[src/verilog/pic_cfg.svh]
`ifndef PIC_CFG_SVH
`define PIC_CFG_SVH

// ----------------------------------------------------------------
// Register indices (byte address is four times the index)
// ----------------------------------------------------------------
`define PIC_IDX_INTERRUPT_CONTROL_0      6'h0b
`define PIC_IDX_INTERRUPT_CONTROL_1      6'h1e
`define PIC_IDX_SECONDARY_INTERRUPT_CONTROL       6'h2f
`define PIC_IDX_EVT_STAT   6'h30
`define PIC_IDX_EVT_MASK   6'h31

// ----------------------------------------------------------------
// Field positions
// ----------------------------------------------------------------
`define PIC_GIE_BIT        0
`define PIC_EN0_LO         1
`define PIC_EN_LO          0
`define PIC_FLAG_LO        4
`define PIC_MFF_BIT        6
`define PIC_SLOT_CNT       6
`define PIC_EVT_CNT        8

// ----------------------------------------------------------------
// Reset values and writable masks
// ----------------------------------------------------------------
`define PIC_CTRL_RST       7'h00
`define PIC_INTERRUPT_CONTROL_0_WMASK    7'h7f
`define PIC_CTRL_WMASK     7'h77
`define PIC_EVT_RST        8'h00

// ----------------------------------------------------------------
// Vector table: first vector, then one word step per slot
// ----------------------------------------------------------------
`define PIC_VEC_BASE       8'h04
`define PIC_VEC_RST        8'h00

// ----------------------------------------------------------------
// External edge select codes
// ----------------------------------------------------------------
`define PIC_EDGE_FALL_BIT  0
`define PIC_EDGE_RISE_BIT  1

`endif

[src/verilog/pic_pkg.sv]
package pic_pkg;

	// Service state of the core seen by the controller
	typedef enum logic [0:0] {
		PIC_IDLE    = 1'b0,
		PIC_SERVICE = 1'b1
	} pic_svc_t;

	typedef logic [7:0]  pic_byte_t;
	typedef logic [31:0] pic_word_t;
	typedef logic [7:0]  pic_addr_t;
	typedef logic [5:0]  pic_slot_t;
	typedef logic [1:0]  pic_edge_t;

endpackage

[src/verilog/pic_prio.sv]
`timescale 1ns/1ns
`default_nettype none

module pic_prio (
	// Pending requests, bit 0 is the highest priority
	input  wire logic [5:0]  pend_in,
	// One-hot winner and its slot number
	output logic      [5:0]  grant_out,
	output logic      [2:0]  slot_out,
	output logic             any_out
);

	// ----------------------------------------------------------------
	// Lowest set bit wins; losers simply stay pending
	// ----------------------------------------------------------------
	logic [6:0] lower;
	assign lower[0] = 1'b0;

	genvar i;
	generate
		for (i = 0; i < 6; i++) begin : g_chain
			assign grant_out[i] = pend_in[i] & ~lower[i];
			assign lower[i+1]   = lower[i] | pend_in[i];
		end
	endgenerate

	// One-hot to binary
	always_comb begin
		slot_out = 3'h0;
		for (int k = 0; k < 6; k++) begin
			if (grant_out[k]) begin
				slot_out = 3'(k);
			end
		end
	end

	assign any_out = lower[6];

endmodule

`default_nettype wire

[src/verilog/pic_sync2.sv]
`timescale 1ns/1ns
`default_nettype none

module pic_sync2 #(
	parameter int W = 2
) (
	// Clock and reset
	input  wire logic          clk_in,
	input  wire logic          rst_n_in,
	// Asynchronous levels in, synchronised levels out
	input  wire logic [W-1:0]  async_in,
	output logic      [W-1:0]  sync_out
);

	// ----------------------------------------------------------------
	// Two flip-flops per bit; stage one feeds stage two only
	// ----------------------------------------------------------------
	genvar i;
	generate
		for (i = 0; i < W; i++) begin : g_bit
			logic meta_ff;
			logic stab_ff;
			always_ff @(posedge clk_in or negedge rst_n_in) begin
				if (!rst_n_in) begin
					meta_ff <= 1'b0;
					stab_ff <= 1'b0;
				end else begin
					meta_ff <= async_in[i];
					stab_ff <= meta_ff;
				end
			end
			assign sync_out[i] = stab_ff;
		end
	endgenerate

endmodule

`default_nettype wire

[src/verilog/pic_top.sv]
// Implementation choice: register access over APB.
`timescale 1ns/1ns
`default_nettype none

`include "pic_cfg.svh"

// Notes on behaviour
// - Serial transfer sets flag; service clears flag, enable
// - In service, others held until exit or reenable
// - Return-from-interrupt sets global enable; plain return not
// - Requests sampled once per late-phase pulse
// - Fixed priority slots one to six, vectors 04-18
// - Global enable low blocks all servicing
// - Disabled source never serviced; flags stay set
// - Hardware never clears multi-function sub-flags
// - Second register enables bits 0-2; 3,7 zero
// - Second register flags in bits 4-6
// - Multi-function register enables 0-2, flags 4-6
// - Full stack blocks every acknowledge
// - Any sub-flag sets multi-function flag; ack clears it
// - First register: global, three enables, three flags
module pic_top (
	// Clock and reset
	input  wire logic               clk_in,
	input  wire logic               rst_n_in,
	// APB slave
	input  wire logic               psel_in,
	input  wire logic               penable_in,
	input  wire logic               pwrite_in,
	input  wire pic_pkg::pic_addr_t paddr_in,
	input  wire pic_pkg::pic_word_t pwdata_in,
	output pic_pkg::pic_word_t      prdata_out,
	output logic                    pready_out,
	output logic                    pslverr_out,
	// External pins and configuration options
	input  wire logic               ext0_pin_in,
	input  wire logic               ext1_pin_in,
	input  wire pic_pkg::pic_edge_t cfg_ext0_edge_in,
	input  wire pic_pkg::pic_edge_t cfg_ext1_edge_in,
	input  wire logic               cfg_slot1_adc_in,
	input  wire logic               cfg_slot2_serial_in,
	// Peripheral event pulses
	input  wire logic               adc_done_in,
	input  wire logic               serial_done_in,
	input  wire logic               timer0_ovf_in,
	input  wire logic               timer1_ovf_in,
	input  wire logic               uart_event_in,
	input  wire logic               timer2_ovf_in,
	input  wire logic               timebase_in,
	input  wire logic               rtc_in,
	// Processor core
	input  wire logic               late_phase_pulse_in,
	input  wire logic               stack_full_in,
	input  wire logic               irq_exit_restore_in,
	input  wire logic               subroutine_exit_plain_in,
	output logic                    irq_call_out,
	output pic_pkg::pic_byte_t      irq_vector_out,
	output logic                    in_service_out,
	// Summary interrupt
	output logic                    irq_out
);
	import pic_pkg::*;

	// ----------------------------------------------------------------
	// State
	// ----------------------------------------------------------------
	logic [6:0]  interrupt_control_0_ff,  nxt_interrupt_control_0;
	logic [6:0]  interrupt_control_1_ff,  nxt_interrupt_control_1;
	logic [6:0]  secondary_interrupt_control_ff,   nxt_secondary_interrupt_control;
	logic [1:0]  ext_prev_ff, nxt_ext_prev;
	pic_byte_t   stat_ff,   nxt_stat;
	pic_byte_t   mask_ff,   nxt_mask;
	logic        irq_ff,    nxt_irq;
	pic_word_t   prdata_ff, nxt_prdata;
	logic        pready_ff, nxt_pready;
	logic        pslverr_ff, nxt_pslverr;
	logic        call_ff,   nxt_call;
	pic_byte_t   vector_ff, nxt_vector;
	pic_svc_t    svc_ff,    nxt_svc;

	logic [1:0]  ext_sync;
	logic [1:0]  ext_edge;
	logic [5:0]  pend, grant;
	logic [2:0]  slot;
	logic        any_pend, take;
	logic        set_s0, set_s1, set_s4, set_sub;
	pic_byte_t   evt;
	logic        setup, access, wr_acc, rd_acc;
	logic        hit0, hit1, hit2, hit_st, hit_mk, hit;

	// ----------------------------------------------------------------
	// Pin synchroniser and priority picker
	// ----------------------------------------------------------------
	pic_sync2 #(.W(2)) u_sync (
		.clk_in   (clk_in),
		.rst_n_in (rst_n_in),
		.async_in ({ext1_pin_in, ext0_pin_in}),
		.sync_out (ext_sync)
	);

	pic_prio u_prio (
		.pend_in   (pend),
		.grant_out (grant),
		.slot_out  (slot),
		.any_out   (any_pend)
	);

	// ----------------------------------------------------------------
	// Event decode
	// ----------------------------------------------------------------
	// Edge pick per pin; selector bits choose falling, rising or both
	assign ext_edge[0] = (ext_sync[0] & ~ext_prev_ff[0] & cfg_ext0_edge_in[`PIC_EDGE_RISE_BIT])
		| (~ext_sync[0] & ext_prev_ff[0] & cfg_ext0_edge_in[`PIC_EDGE_FALL_BIT]);
	assign ext_edge[1] = (ext_sync[1] & ~ext_prev_ff[1] & cfg_ext1_edge_in[`PIC_EDGE_RISE_BIT])
		| (~ext_sync[1] & ext_prev_ff[1] & cfg_ext1_edge_in[`PIC_EDGE_FALL_BIT]);
	// Shared slots: option chooses which source owns the vector
	assign set_s0  = cfg_slot1_adc_in ? adc_done_in : ext_edge[0];
	assign set_s1  = cfg_slot2_serial_in ? serial_done_in : ext_edge[1];
	assign set_s4  = uart_event_in | (~cfg_slot2_serial_in & serial_done_in);
	assign set_sub = timer2_ovf_in | timebase_in | rtc_in;
	assign evt     = {rtc_in, timebase_in, timer2_ovf_in, set_s4, timer1_ovf_in,
		timer0_ovf_in, set_s1, set_s0};

	// ----------------------------------------------------------------
	// Arbitration
	// ----------------------------------------------------------------
	// Pending only where both flag and source enable are set
	assign pend = {interrupt_control_1_ff[6] & interrupt_control_1_ff[2], interrupt_control_1_ff[5] & interrupt_control_1_ff[1],
		interrupt_control_1_ff[4] & interrupt_control_1_ff[0], interrupt_control_0_ff[6] & interrupt_control_0_ff[3],
		interrupt_control_0_ff[5] & interrupt_control_0_ff[2], interrupt_control_0_ff[4] & interrupt_control_0_ff[1]};
	// Decide only on the sampling pulse; global enable and stack gate it
	assign take = late_phase_pulse_in & interrupt_control_0_ff[`PIC_GIE_BIT] & ~stack_full_in
		& any_pend;

	// ----------------------------------------------------------------
	// APB decode
	// ----------------------------------------------------------------
	assign setup  = psel_in & ~penable_in;
	assign access = psel_in & penable_in & pready_ff;
	assign hit0   = paddr_in == {`PIC_IDX_INTERRUPT_CONTROL_0, 2'b00};
	assign hit1   = paddr_in == {`PIC_IDX_INTERRUPT_CONTROL_1, 2'b00};
	assign hit2   = paddr_in == {`PIC_IDX_SECONDARY_INTERRUPT_CONTROL, 2'b00};
	assign hit_st = paddr_in == {`PIC_IDX_EVT_STAT, 2'b00};
	assign hit_mk = paddr_in == {`PIC_IDX_EVT_MASK, 2'b00};
	assign hit    = hit0 | hit1 | hit2 | hit_st | hit_mk;
	assign wr_acc = access & pwrite_in & hit;
	assign rd_acc = access & ~pwrite_in & hit;

	// Zero-wait slave: ready in every access phase, error on a miss
	always_comb begin
		nxt_pready  = setup;
		nxt_pslverr = setup & ~hit;
		nxt_prdata  = prdata_ff;
		if (setup) begin
			nxt_prdata = 32'h0000_0000;
			if (hit0) begin
				nxt_prdata[6:0] = interrupt_control_0_ff;
			end
			if (hit1) begin
				nxt_prdata[6:0] = interrupt_control_1_ff;
			end
			if (hit2) begin
				nxt_prdata[6:0] = secondary_interrupt_control_ff;
			end
			if (hit_st) begin
				nxt_prdata[7:0] = stat_ff;
			end
			if (hit_mk) begin
				nxt_prdata[7:0] = mask_ff;
			end
		end
	end

	always_ff @(posedge clk_in or negedge rst_n_in) begin
		if (!rst_n_in) begin
			pready_ff  <= 1'b0;
			pslverr_ff <= 1'b0;
			prdata_ff  <= 32'h0000_0000;
		end else begin
			pready_ff  <= nxt_pready;
			pslverr_ff <= nxt_pslverr;
			prdata_ff  <= nxt_prdata;
		end
	end

	// ----------------------------------------------------------------
	// Control registers and request flags
	// ----------------------------------------------------------------
	// Order: software write, return restore, acknowledge, then sets win
	always_comb begin
		nxt_interrupt_control_0    = interrupt_control_0_ff;
		nxt_interrupt_control_1    = interrupt_control_1_ff;
		nxt_secondary_interrupt_control     = secondary_interrupt_control_ff;
		nxt_ext_prev = ext_sync;
		if (wr_acc & hit0) begin
			nxt_interrupt_control_0 = pwdata_in[6:0] & `PIC_INTERRUPT_CONTROL_0_WMASK;
		end
		if (wr_acc & hit1) begin
			nxt_interrupt_control_1 = pwdata_in[6:0] & `PIC_CTRL_WMASK;
		end
		if (wr_acc & hit2) begin
			nxt_secondary_interrupt_control = pwdata_in[6:0] & `PIC_CTRL_WMASK;
		end
		if (irq_exit_restore_in) begin
			nxt_interrupt_control_0[`PIC_GIE_BIT] = 1'b1;
		end
		if (take) begin
			// Clear only the winner; losers stay for later pulses
			nxt_interrupt_control_0[`PIC_GIE_BIT] = 1'b0;
			if (slot < 3'd3) begin
				nxt_interrupt_control_0[`PIC_FLAG_LO + 32'(slot)] = 1'b0;
			end else begin
				nxt_interrupt_control_1[`PIC_FLAG_LO + 32'(slot) - 3] = 1'b0;
			end
		end
		nxt_interrupt_control_0[6:4]             = nxt_interrupt_control_0[6:4] | {timer0_ovf_in, set_s1, set_s0};
		nxt_interrupt_control_1[5:4]             = nxt_interrupt_control_1[5:4] | {set_s4, timer1_ovf_in};
		nxt_interrupt_control_1[`PIC_MFF_BIT]    = nxt_interrupt_control_1[`PIC_MFF_BIT] | set_sub;
		nxt_secondary_interrupt_control[6:4]              = nxt_secondary_interrupt_control[6:4] | {rtc_in, timebase_in, timer2_ovf_in};
	end

	always_ff @(posedge clk_in or negedge rst_n_in) begin
		if (!rst_n_in) begin
			interrupt_control_0_ff    <= `PIC_CTRL_RST;
			interrupt_control_1_ff    <= `PIC_CTRL_RST;
			secondary_interrupt_control_ff     <= `PIC_CTRL_RST;
			ext_prev_ff <= 2'b00;
		end else begin
			interrupt_control_0_ff    <= nxt_interrupt_control_0;
			interrupt_control_1_ff    <= nxt_interrupt_control_1;
			secondary_interrupt_control_ff     <= nxt_secondary_interrupt_control;
			ext_prev_ff <= nxt_ext_prev;
		end
	end

	// ----------------------------------------------------------------
	// Call to the core and service state
	// ----------------------------------------------------------------
	// Nesting needs no extra path: reenabling global enable lets take through
	always_comb begin
		nxt_call   = take;
		nxt_vector = vector_ff;
		nxt_svc    = svc_ff;
		if (take) begin
			nxt_vector = `PIC_VEC_BASE + {3'b000, slot, 2'b00};
		end
		case (svc_ff)
			PIC_IDLE: begin
				if (take) begin
					nxt_svc = PIC_SERVICE;
				end
			end
			PIC_SERVICE: begin
				if (irq_exit_restore_in & ~take) begin
					nxt_svc = PIC_IDLE;
				end
			end
			default: begin
				nxt_svc = PIC_IDLE;
			end
		endcase
	end

	always_ff @(posedge clk_in or negedge rst_n_in) begin
		if (!rst_n_in) begin
			call_ff   <= 1'b0;
			vector_ff <= `PIC_VEC_RST;
			svc_ff    <= PIC_IDLE;
		end else begin
			call_ff   <= nxt_call;
			vector_ff <= nxt_vector;
			svc_ff    <= nxt_svc;
		end
	end

	// ----------------------------------------------------------------
	// Event status, mask and summary interrupt
	// ----------------------------------------------------------------
	// Read clears only bits already returned, so a new event is never lost
	always_comb begin
		nxt_stat = stat_ff;
		nxt_mask = mask_ff;
		if (rd_acc & hit_st) begin
			nxt_stat = stat_ff & ~prdata_ff[7:0];
		end
		if (wr_acc & hit_mk) begin
			nxt_mask = pwdata_in[7:0];
		end
		nxt_stat = nxt_stat | evt;
		nxt_irq  = |(nxt_stat & mask_ff);
	end

	always_ff @(posedge clk_in or negedge rst_n_in) begin
		if (!rst_n_in) begin
			stat_ff <= `PIC_EVT_RST;
			mask_ff <= `PIC_EVT_RST;
			irq_ff  <= 1'b0;
		end else begin
			stat_ff <= nxt_stat;
			mask_ff <= nxt_mask;
			irq_ff  <= nxt_irq;
		end
	end

	// Outputs straight from flip-flops
	assign prdata_out     = prdata_ff;
	assign pready_out     = pready_ff;
	assign pslverr_out    = pslverr_ff;
	assign irq_call_out   = call_ff;
	assign irq_vector_out = vector_ff;
	assign in_service_out = svc_ff;
	assign irq_out        = irq_ff;
endmodule

`default_nettype wire
[config.mk]
export PLATFORM = sky130hd
export DESIGN_NAME = pic_top
export DESIGN_NICKNAME = d
export VERILOG_FILES = /design/src/verilog/pic_pkg.sv /design/src/verilog/pic_prio.sv /design/src/verilog/pic_sync2.sv /design/src/verilog/pic_top.sv
export VERILOG_INCLUDE_DIRS = /design/src /design/src/verilog
export SDC_FILE = /design/constraint.sdc
export NUM_CORES = 1
export LEC_CHECK = 0
export BUFFER_PORTS_ARGS = -buffer_cell sky130_fd_sc_hd__buf_2
export CELL_PAD_IN_SITES_DETAIL_PLACEMENT = 0
export CELL_PAD_IN_SITES_GLOBAL_PLACEMENT = 1
export CORE_AREA = 3 3 106 119
export CTS_BUF_LIST = sky130_fd_sc_hd__clkbuf_8
export CTS_CLUSTER_DIAMETER = 120
export CTS_CLUSTER_SIZE = 8
export DETAILED_ROUTE_END_ITERATION = 8
export DIE_AREA = 0 0 109 122
export PLACE_DENSITY = 0.71
export SLEW_MARGIN = 20
export SYNTH_ARGS = -nofsm -noshare
export SYNTH_HDL_FRONTEND = slang
export SYNTH_HIERARCHICAL = 1
export SYNTH_SLANG_ARGS = --single-unit
[constraint.sdc]
create_clock -name clk_in -period 4.6 [get_ports clk_in]
set_input_delay 0.46 -clock clk_in [delete_from_list [all_inputs] [get_ports clk_in]]
set_output_delay 0.46 -clock clk_in [all_outputs]
set_load 0.1 [all_outputs]
==> results of run 1 <==
## final cells by class
cell class / count / area share (%)
Inverter: 9 / 0.911
Timing Repair Buffer: 58 / 7.96
Tap cell: 150 / 5.06
Multi-Input combinational cell: 220 / 40.1
Clock inverter: 5 / 2.06
Sequential cell: 59 / 39.8
Clock buffer: 11 / 4.08
## cell usage in the layout, fill, tap and decap left out, types with 3 or more instances in the layout
cell / count
nor4_1: 3
and4_1: 3
nand2_1: 20
and3b_1: 3
o22ai_1: 6
a221oi_1: 5
dfrtp_1: 59
and3_1: 3
a21o_1: 8
inv_1: 9
nor3_1: 6
mux2_1: 14
mux2i_1: 12
nor4bb_1: 4
a31oi_1: 6
nor2b_1: 6
nand2b_1: 5
conb_1: 28
and2_1: 8
clkbuf_8: 11
nand3_1: 3
o21ai_0: 9
a2bb2oi_1: 3
nor2_1: 12
o21ai_1: 7
a21oi_1: 7
buf_2: 56
## registers in the layout, indices dropped and copies added, names as in the netlist, 4 cells and up
register and count:
interrupt_control_1_ff 7, stat_ff 8, mask_ff 8, secondary_interrupt_control_ff 6, interrupt_control_0_ff 7, irq_vector_out 4
prdata_out 8
## critical path, stage by stage (launching register included)
cell     delay, ns
dfrtp_1       0.40
and2_1        0.20
or4_1         0.52
nor2_1        0.48
xor2_1        0.19
nand3_1       0.13
nor3_1        0.30
o21ai_1       0.11
## metal layers
layer  GRT usage, %  vias to the layer above
li1               -                     1155
met1           16.8                     1212
met2           20.7                       81
met3           2.86                        9
met4           4.89                        0
met5              0                        -
## path summary, 6_finish.rpt
kind / from / to / slack [ns] / cells after the start
min in group asynchronous: rst_n_in / prdata_out[3] / 0.29 / 2
max: interrupt_control_0_ff[3] / interrupt_control_1_ff[6] / 2.14 / 7
min reg2reg: u_sync/g_bit[0].meta_ff / u_sync/g_bit[0].stab_ff / 0.35 / 0
min: ext0_pin_in / u_sync/g_bit[0].meta_ff / 0.24 / 1
max in group asynchronous: rst_n_in / stat_ff[2] / 3.78 / 2
max reg2reg: interrupt_control_0_ff[3] / interrupt_control_1_ff[6] / 2.14 / 7
## power groups by stage
stage / clock network, W / registers (W) / logic (W)
floorplan: 0 / 0.000617 / 0.000149
global placement: 0 / 0.000551 / 0.000253
detailed placement: 0 / 0.000551 / 0.000255
CTS: 0.000553 / 0.000541 / 0.000255
global route: 0.000580 / 0.000543 / 0.000266
finish: 0.000540 / 0.000541 / 0.000253
## through the flow
stage	util [%]	instances	worst slack, ns	hold slack, ns	total power, W
after floorplan	-	327	2.44	0.164	0.000767
after global placement	30.4	496	2.19	0.333	0.000804
after detailed placement	30.4	496	2.18	0.335	0.000806
after CTS	32.4	512	2.14	0.218	0.00135
after global routing	32.4	512	1.92	0.220	0.00139
final	32.4	512	2.14	0.240	0.00133
==> summary.md, run 1 <==
| Metric | Value |
|---|---|
| Vias in the first global route | 2434 |
| Worst Max-Slew Pin Slew | 0.802 ns |
| Slew Limit Fails | 0 |
| Vias/cell | 4.80 |
| Synth warn | 6 |
| Met1 wire length | 3.67 mm |
| Final Setup Violations | 0 |
| Min-Delay Path Class | input pin to flip-flop |
| I/O Buffers | 56 |
| Die height | 122 um |
| Drt wl/cell | 16.1 um |
| Grt ovf | 0 |
| Comb power frac | 19.0% |
| Uppermost routed layer | met4 |
| Mapped Avg Cell Area | 10.5 um^2 |
| CTS Hold Bufs | 0 |
| Clock skew | 0.0152 ns |
| Area of the core | 11400 um^2 |
| Setup crit start kind | flip-flop |
| Post-route minimum period | 2.46 ns |
| Gp weighted congestion | 0.829 |
| Gr usage total | 12.9% |
| Placed inst area | 3480 um^2 |
| Clk network pwr share | 40.4% |
| Total routed wirelength | 8.24 mm |
| Crit. End Element | flip-flop |
| Final Hold Fails | 0 |
| Status | complete, no violations |
| Share of cells above drive strength 1 | 21.8% |
| Crit Path Category | flip-flop to flip-flop |
| RSZ-0062 raised after global routing | false |
| Die area | 13300 um^2 |
| Post CTS Setup Buffer Count | 0 |
| Antenna violations before repair | 0 |
| Residual DRC | 0 |
| Skew-Pair Late Insertion Delay | 0.33 ns |
| Root Driver | clkbuf_8 |
| Final TNS setup | 0 ns |
| Slew margin rel. | 46.5% |
| FF+latch area | 1480 um^2 |
| Arr. time, crit path | 2.67 ns |
| Psw | 0.000435 W |
| WL met2 | 4.01 mm |
| Peak Freq | 406 MHz |
| Leak Pwr | 1.79 nW |
| Sw frac | 32.6% |
| Footprint of the multi-input gates | 1490 um^2 |
| CP Data Required Time | 4.80 ns |
| Synthesized instance count | 300 |
| Drt first pass iters | 4 |
| Initial Utilization | 27.6% |
| Worst-path fanout max | 9 |
| CTS tree | built |
| Final period utilization | 53.5% |
| Flop pwr share | 40.6% |
| Pwr dens | 360 nW/um^2 |
| Post-DRT Antenna Nets | 0 |
| Cell Area, Synth | 3160 um^2 |
| First-pass GRT wire length | 13.1 mm |
| Clock slew at reported path FFs | 0.08 ns |
| Diodes inserted | 0 |
| Fillers | 1174 |
| Die X | 109 um |
| Internal Power | 0.000900 W |
| Num rows | 41 |
| CTS buffer count | 9 |
| Sink Count | 59 |
| H-Tree Depth | 3 |
| Ports | 110 |
| Worst IR Drop VDD | 0.000138 V |
| Max Cap Viol | 0 |
| Dpl hpwl | 6.29 mm |
| Post_cts resized | 0 |
| Synthesis-to-finish area growth | 17.3% |
| Fin area | 3710 um^2 |
| Clk buf depth | 2 |
| Vias | 2457 |
| Largest net degree at the start of global routing | 60 |
| Routed length on met3 | 459 um |
| Iter 0 DRT Violations | 102 |
| # nets final | 423 |
No activity file was read; power rests on OpenSTA's default activity.
==> run 2: changes to the inputs <==
--- a/config.mk
+++ b/config.mk
@@ -15,7 +15,7 @@
 export CTS_CLUSTER_SIZE = 8
 export DETAILED_ROUTE_END_ITERATION = 8
 export DIE_AREA = 0 0 109 122
-export PLACE_DENSITY = 0.71
+export PLACE_DENSITY = 0.74
 export SLEW_MARGIN = 20
 export SYNTH_ARGS = -nofsm -noshare
 export SYNTH_HDL_FRONTEND = slang
==> constraint.sdc (replaced) <==
create_clock -name clk_in -period 2.2 [get_ports clk_in]
set_input_delay 0.22 -clock clk_in [delete_from_list [all_inputs] [get_ports clk_in]]
set_output_delay 0.22 -clock clk_in [all_outputs]
set_load 0.1 [all_outputs]
==> run 2 against run 1 <==
First-iteration DRC count rose by 26%. Fmax is 21% higher. Core utilization up 1.1 points. Worst setup slack worse by 2.0 ns. Largest cell class unchanged. Clock power rose by 110%. Combinational power grew 110%. Worst hold slack got worse by 0.14 ns. Clock-buffer cell count is the same. Routed wire length is 1.3% higher. Final cell count up 2.7%. Largest power group unchanged. Design area increased by 3.5%.
==> summary.md, run 2 (synthesized netlist as in run 1, its figures left out) <==
| Metric | Value |
|---|---|
| Arr. time, crit path | 2.26 ns (-0.41 ns) |
| Antenna violations before repair | 0 (unchanged) |
| Worst reg2reg setup slack | 0.16 ns (-1.98 ns) |
| Total routed wirelength | 8.34 mm (+1.3%) |
| CTS tree | built |
| Crit path cell chain | and2_1, or4_1, nor2_4, xnor2_1, nor3_1, o21ai_1 |
| Internal Power | 0.00189 W (+110%) |
| Placed inst area | 3560 um^2 (+2.4%) |
| Origin of the critical flop-to-flop path | interrupt_control_0_ff[3] |
| Final period utilization | 92.7% (+39 points) |
| CTS buffer count | 9 (unchanged) |
| Min-Delay Path Class | input pin to flip-flop |
| Post-route minimum period | 2.04 ns (-0.423 ns) |
| First-pass GRT wire length | 13.2 mm (+0.47%) |
| FF+latch area | 1480 um^2 (unchanged) |
| Gp weighted congestion | 0.840 (+1.3%) |
| Hold path depth | 2 (+1) |
| Largest net degree at the start of global routing | 23 (-62%) |
| Initial Utilization | 27.6% (unchanged) |
| Worst Max-Slew Pin Slew | 0.616 ns (-0.186 ns) |
| Final core occ | 33.6% (+1.1 points) |
| Root Driver | clkbuf_8 |
| Footprint of the multi-input gates | 1510 um^2 (+1.3%) |
| Skew-Pair Late Insertion Delay | 0.34 ns (about the same) |
| I/O Buffers | 56 (unchanged) |
| Final Hold Fails | 0 (unchanged) |
| Commonest non-fill, non-tap cell in the layout | dfrtp_1 |
| Pwr dens | 729 nW/um^2 (+100%) |
| Share of cells above drive strength 1 | 24.7% (+2.9 points) |
| Leak Pwr | 1.86 nW (+3.8%) |
| Worst IR Drop VDD | 0.000282 V (+100%) |
| Worst path max stage delay | 0.58 ns (+0.06 ns) |
| CP Data Required Time | 2.42 ns (-2.38 ns) |
| Slew margin rel. | 58.9% (+12 points) |
| Fillers | 1190 (+1.4%) |
| Psw | 0.000912 W (+110%) |
| Comb power frac | 19.3% (+0.3 points) |
| Gr usage total | 13.0% (+0.14 points) |
| Sink Count | 59 (unchanged) |
| Clock slew at reported path FFs | 0.07 ns (about the same) |
| Vias/cell | 4.79 (-0.28%) |
| Final TNS setup | 0 ns (unchanged) |
| # nets final | 437 (+3.3%) |
| RSZ-0062 raised after global routing | false |
| Num rows | 41 (unchanged) |
| Post CTS Setup Buffer Count | 0 (unchanged) |
| Sw frac | 32.6% (about the same) |
| Fin area | 3840 um^2 (+3.5%) |
| Final worst slack | 0.160 ns (-1.98 ns) |
| Ports | 110 (unchanged) |
| Drt first pass iters | 4 (unchanged) |
| Diodes inserted | 0 (unchanged) |
| Die X | 109 um (unchanged) |
| Grt ovf | 0 (unchanged) |
| Max Cap Viol | 0 (unchanged) |
| Die area | 13300 um^2 (unchanged) |
| Status | complete, no violations |
| Slew Limit Fails | 0 (unchanged) |
| Die height | 122 um (unchanged) |
| Final Setup Violations | 0 (unchanged) |
| Synthesis-to-finish area growth | 21.4% |
| Crit Path Category | flip-flop to flip-flop |
| Flop pwr share | 40.4% (-0.2 points) |
| Peak Freq | 490 MHz (+21%) |
| Hold endpoint | stat_ff[6] |
| Dpl hpwl | 6.59 mm (+4.7%) |
| Setup crit start kind | flip-flop |
| Pre-CTS WS | 0.0131 ns (-2.16 ns) |
| Hold Startpoint | timebase_in |
| Residual DRC | 0 (unchanged) |
| Crit. End Element | flip-flop |
| Most frequent cells in the layout | 59 x dfrtp_1, 56 x buf_2, 28 x conb_1, 20 x nand2_1, 14 x mux2_1 |
| Iter 0 DRT Violations | 129 (+26%) |
| Clk network pwr share | 40.3% (about the same) |
| Clk buf depth | 2 (unchanged) |
| Clock skew | 0.0108 ns (-0.00445 ns) |
| R2R depth | 6 (-1) |
| Area of the core | 11400 um^2 (unchanged) |
| Vias in the first global route | 2526 (+3.8%) |
| Worst-path fanout max | 6 (-3) |
| Vias | 2517 (+2.4%) |
| Slowest stage cell, crit path | or4_1 |
| R2R Path End | interrupt_control_1_ff[5] |
| Drt wl/cell | 15.9 um (-1.4%) |
| Post-DRT Antenna Nets | 0 (unchanged) |
| H-Tree Depth | 3 (unchanged) |
-- run 2: changes by cell type in the layout (fill, tap and decap cells not counted) --
cell / before / now
dlygate4sd3_1: 0 / 3
nor2_4: 0 / 1
a221oi_2: 0 / 1
nor2_1: 12 / 11
buf_4: 2 / 13
nor3_2: 1 / 2
a221oi_1: 5 / 4
nor3_1: 6 / 5
-- run 2: stage by stage --
stage | hold slack (ns) | power (W) | std cells
after floorplan | -0.0756 | 0.00160 | 327
after global placement | 0.207 | 0.00169 | 507
after detailed placement | 0.219 | 0.00169 | 507
after CTS | 0.0835 | 0.00283 | 526
after global routing | 0.101 | 0.00291 | 526
final | 0.0986 | 0.00280 | 526
-- run 2: worst max path at each step --
stage,slack (ns),cells after the start,start,end
2_1_floorplan,0.04,5,pready_out,secondary_interrupt_control_ff[0]
3_3_place_gp,0.04,7,interrupt_control_0_ff[3],interrupt_control_1_ff[6]
3_5_place_dp,0.01,7,interrupt_control_0_ff[3],interrupt_control_1_ff[6]
4_1_cts,0.005,7,interrupt_control_0_ff[3],interrupt_control_1_ff[6]
5_1_grt,0.01,7,interrupt_control_0_ff[6],interrupt_control_1_ff[6]
6_report,0.16,6,interrupt_control_0_ff[3],interrupt_control_1_ff[5]
-- run 2: timing repair --
action,CTS,global route
endpoints found under the setup margin,0,6
gates resized for setup,0,4
hold endpoints to repair,21,0
hold buffers,3,0
-- run 2: layer usage --
metal | up-vias | global-route usage [%] | wire (um)
li1 | 1183 | - | -
met1 | 1231 | 16.0 | 3540
met2 | 88 | 21.0 | 4070
met3 | 15 | 3.55 | 544
met4 | 0 | 6.16 | 182
met5 | - | 0 | 0
-- run 2: worst max-delay path, delay by kind of cell, from the launching register on --
kind | cells | cell delay (ns)
AOI/OAI and AO/OA | 1 | 0.11
xor gates and xnor gates | 1 | 0.20
DFF | 1 | 0.39
and+or+nand+nor | 4 | 1.24
-- run 2: final cells by class --
type	instances	area share, %
inverters	9	0.879
repair buffers	72	10.6
multi-input cells	220	39.3
well taps	150	4.89
clock inverters	5	1.99
flip-flops and latches	59	38.4
clock buffers	11	3.94
-- run 2: power groups by stage --
stage	clock network (W)	logic, W	registers, W
floorplan	0	0.000312	0.00129
global placement	0	0.000533	0.00115
detailed placement	0	0.000538	0.00115
CTS	0.00115	0.000542	0.00113
global route	0.00121	0.000567	0.00113
finish	0.00113	0.000540	0.00113
==> run 3: changes to the inputs <==
--- a/config.mk
+++ b/config.mk
@@ -6,16 +6,16 @@
 export SDC_FILE = /design/constraint.sdc
 export NUM_CORES = 1
 export LEC_CHECK = 0
-export BUFFER_PORTS_ARGS = -buffer_cell sky130_fd_sc_hd__buf_2
 export CELL_PAD_IN_SITES_DETAIL_PLACEMENT = 0
 export CELL_PAD_IN_SITES_GLOBAL_PLACEMENT = 1
-export CORE_AREA = 3 3 106 119
+export CORE_AREA = 3 3 85 95
 export CTS_BUF_LIST = sky130_fd_sc_hd__clkbuf_8
 export CTS_CLUSTER_DIAMETER = 120
 export CTS_CLUSTER_SIZE = 8
 export DETAILED_ROUTE_END_ITERATION = 8
-export DIE_AREA = 0 0 109 122
-export PLACE_DENSITY = 0.74
+export DIE_AREA = 0 0 88 98
+export DONT_BUFFER_PORTS = 1
+export PLACE_DENSITY = 0.87
 export SLEW_MARGIN = 20
 export SYNTH_ARGS = -nofsm -noshare
 export SYNTH_HDL_FRONTEND = slang
==> run 3 against run 2 <==
Flip-flop and latch count unchanged. Non-clock buffer count shrank 31. Largest cell class unchanged. Critical path depth increased by 1. Routed wire length decreased by 1.0%. Highest routed layer unchanged.
==> summary.md, run 3 (synthesized netlist as in run 1, its figures left out) <==
| Metric | Value |
|---|---|
| Gr usage total | 19.8% (+6.8 points) |
| Peak Freq | 473 MHz (-3.6%) |
| Clk buf depth | 2 (unchanged) |
| Vias/cell | 5.72 (+19%) |
| Drt first pass iters | 4 (unchanged) |
| # nets final | 406 (-7.1%) |
| H-Tree Depth | 3 (unchanged) |
| Final Hold Fails | 0 (unchanged) |
| Post-DRT Antenna Nets | 0 (unchanged) |
| Footprint of the multi-input gates | 1500 um^2 (-0.33%) |
| Status | complete, no violations |
| Pre-CTS WS | -0.00780 ns (-0.0209 ns) |
| I/O Buffers | 0 (-100%) |
| Crit path cell chain | and2_1, or4_1, nor2_4, xor2_1, nand3_1, nor3_1, o21ai_1 |
| Diodes inserted | 0 (unchanged) |
| Die X | 88 um (-19%) |
| Final worst slack | 0.0843 ns (-0.0761 ns) |
| Dpl hpwl | 5.95 mm (-9.7%) |
| Sink Count | 59 (unchanged) |
| Min-Delay Path Class | input pin to flip-flop |
| Residual DRC | 0 (unchanged) |
| Worst IR Drop VDD | 0.000302 V (+7.0%) |
| Initial Utilization | 44.6% (+17 points) |
| Share of cells above drive strength 1 | 14.5% (-10 points) |
| First-pass GRT wire length | 12.9 mm (-1.9%) |
| Setup crit start kind | flip-flop |
| Final core occ | 51.8% (+18 points) |
| Final TNS setup | 0 ns (unchanged) |
| Skew-Pair Late Insertion Delay | 0.34 ns (about the same) |
| Vias in the first global route | 2512 (-0.55%) |
| CTS buffer count | 9 (unchanged) |
| Commonest non-fill, non-tap cell in the layout | dfrtp_1 |
| Largest net degree at the start of global routing | 60 (+160%) |
| Worst path max stage delay | 0.56 ns (-0.02 ns) |
| Total routed wirelength | 8.26 mm (-1.0%) |
| Clock slew at reported path FFs | 0.07 ns (about the same) |
| Antenna violations before repair | 0 (unchanged) |
| Final Setup Violations | 0 (unchanged) |
| Slew margin rel. | 42.4% (-17 points) |
| Area of the core | 7090 um^2 (-38%) |
| Vias | 2452 (-2.6%) |
| Arr. time, crit path | 2.33 ns (+0.07 ns) |
| Worst Max-Slew Pin Slew | 0.865 ns (+0.249 ns) |
| Slowest stage cell, crit path | or4_1 |
| Max Cap Viol | 0 (unchanged) |
| Fillers | 650 (-45%) |
| Slew Limit Fails | 0 (unchanged) |
| Root Driver | clkbuf_8 |
| Crit. End Element | flip-flop |
| Grt ovf | 0 (unchanged) |
| Delay-heaviest family, CP | simple AND/OR/NAND/NOR gates |
| Most frequent cells in the layout | 59 x dfrtp_1, 28 x conb_1, 28 x buf_4, 20 x nand2_1, 14 x mux2_1 |
| Buffers & Inverters on Critical Path | 0 (unchanged) |
| Iter 0 DRT Violations | 158 (+22%) |
| Pwr dens | 716 nW/um^2 (-1.8%) |
| CTS tree | built |
| Die height | 98 um (-20%) |
| Fin area | 3670 um^2 (-4.4%) |
| Leak Pwr | 1.74 nW (-6.2%) |
| Final period utilization | 96.2% (+3.5 points) |
| Placed inst area | 3320 um^2 (-7.0%) |
| Worst-path fanout max | 4 (-2) |
| Num rows | 32 (-22%) |
| Synthesis-to-finish area growth | 16.1% |
| Ports | 110 (unchanged) |
| FF+latch area | 1480 um^2 (unchanged) |
| Die area | 8620 um^2 (-35%) |
| Post-route minimum period | 2.12 ns (+0.0761 ns) |
| Gp weighted congestion | 0.841 (+0.15%) |
| Post CTS Setup Buffer Count | 0 (unchanged) |
| CP Data Required Time | 2.41 ns (about the same) |
| Clock skew | 0.00887 ns (-0.00190 ns) |
| Crit Path Category | flip-flop to flip-flop |
| Drt wl/cell | 19.2 um (+21%) |
-- run 3: path summary, 6_finish.rpt --
| check | from | to | slack [ns] | cells past startpoint |
|---|---|---|---|---|
| max | interrupt_control_1_ff[0] | interrupt_control_1_ff[6] | 0.08 | 7 |
| min | pwdata_in[5] | mask_ff[5] | 0.009 | 1 |
| max reg2reg | interrupt_control_1_ff[0] | interrupt_control_1_ff[6] | 0.08 | 7 |
| min reg2reg | u_sync/g_bit[1].meta_ff | u_sync/g_bit[1].stab_ff | 0.35 | 0 |
| max in group asynchronous | rst_n_in | secondary_interrupt_control_ff[5] | 1.52 | 2 |
| min in group asynchronous | rst_n_in | interrupt_control_1_ff[6] | 0.42 | 2 |
-- run 3: final cells by class --
type	instances	share of cell area, %
clock buffers	11	4.12
clock inverters	4	1.16
inverters	9	0.920
multi-input cells	220	40.9
flip-flops and latches	59	40.2
well taps	85	2.90
repair buffers	41	9.75
-- run 3: power breakdown --
part           internal [W]  switching [W]  leakage [nW]
sequential          0.00111      0.0000323         0.702
combinational     0.0000829       0.000417         0.930
clock              0.000569       0.000417         0.108
total               0.00176       0.000866          1.74
-- run 3: timing repair --
item / 4_1_cts / 5_1_grt
gates resized for setup: 1 / 2
endpoints found under the setup margin: 1 / 3
hold endpoints to repair: 72 / 2
hold buffers: 11 / 2
cloned: 0 / 0
-- run 3: routing by layer --
| layer | global-route usage (%) | vias up | share of wire [%] |
|---|---|---|---|
| met5 | 0 | - | 0 |
| met4 | 8.97 | 0 | 3.4 |
| met3 | 5.57 | 21 | 6.0 |
| met2 | 31.5 | 94 | 49 |
| met1 | 24.8 | 1223 | 42 |
| li1 | - | 1114 | - |
-- run 3: stage by stage --
stage	hold WS [ns]	instances	power, W
final	0.00878	429	0.00263
after floorplan	-0.0756	327	0.00160
after global routing	0.00409	429	0.00273
after CTS	0.000549	427	0.00264
after global placement	-0.0740	401	0.00161
after detailed placement	-0.0742	401	0.00161
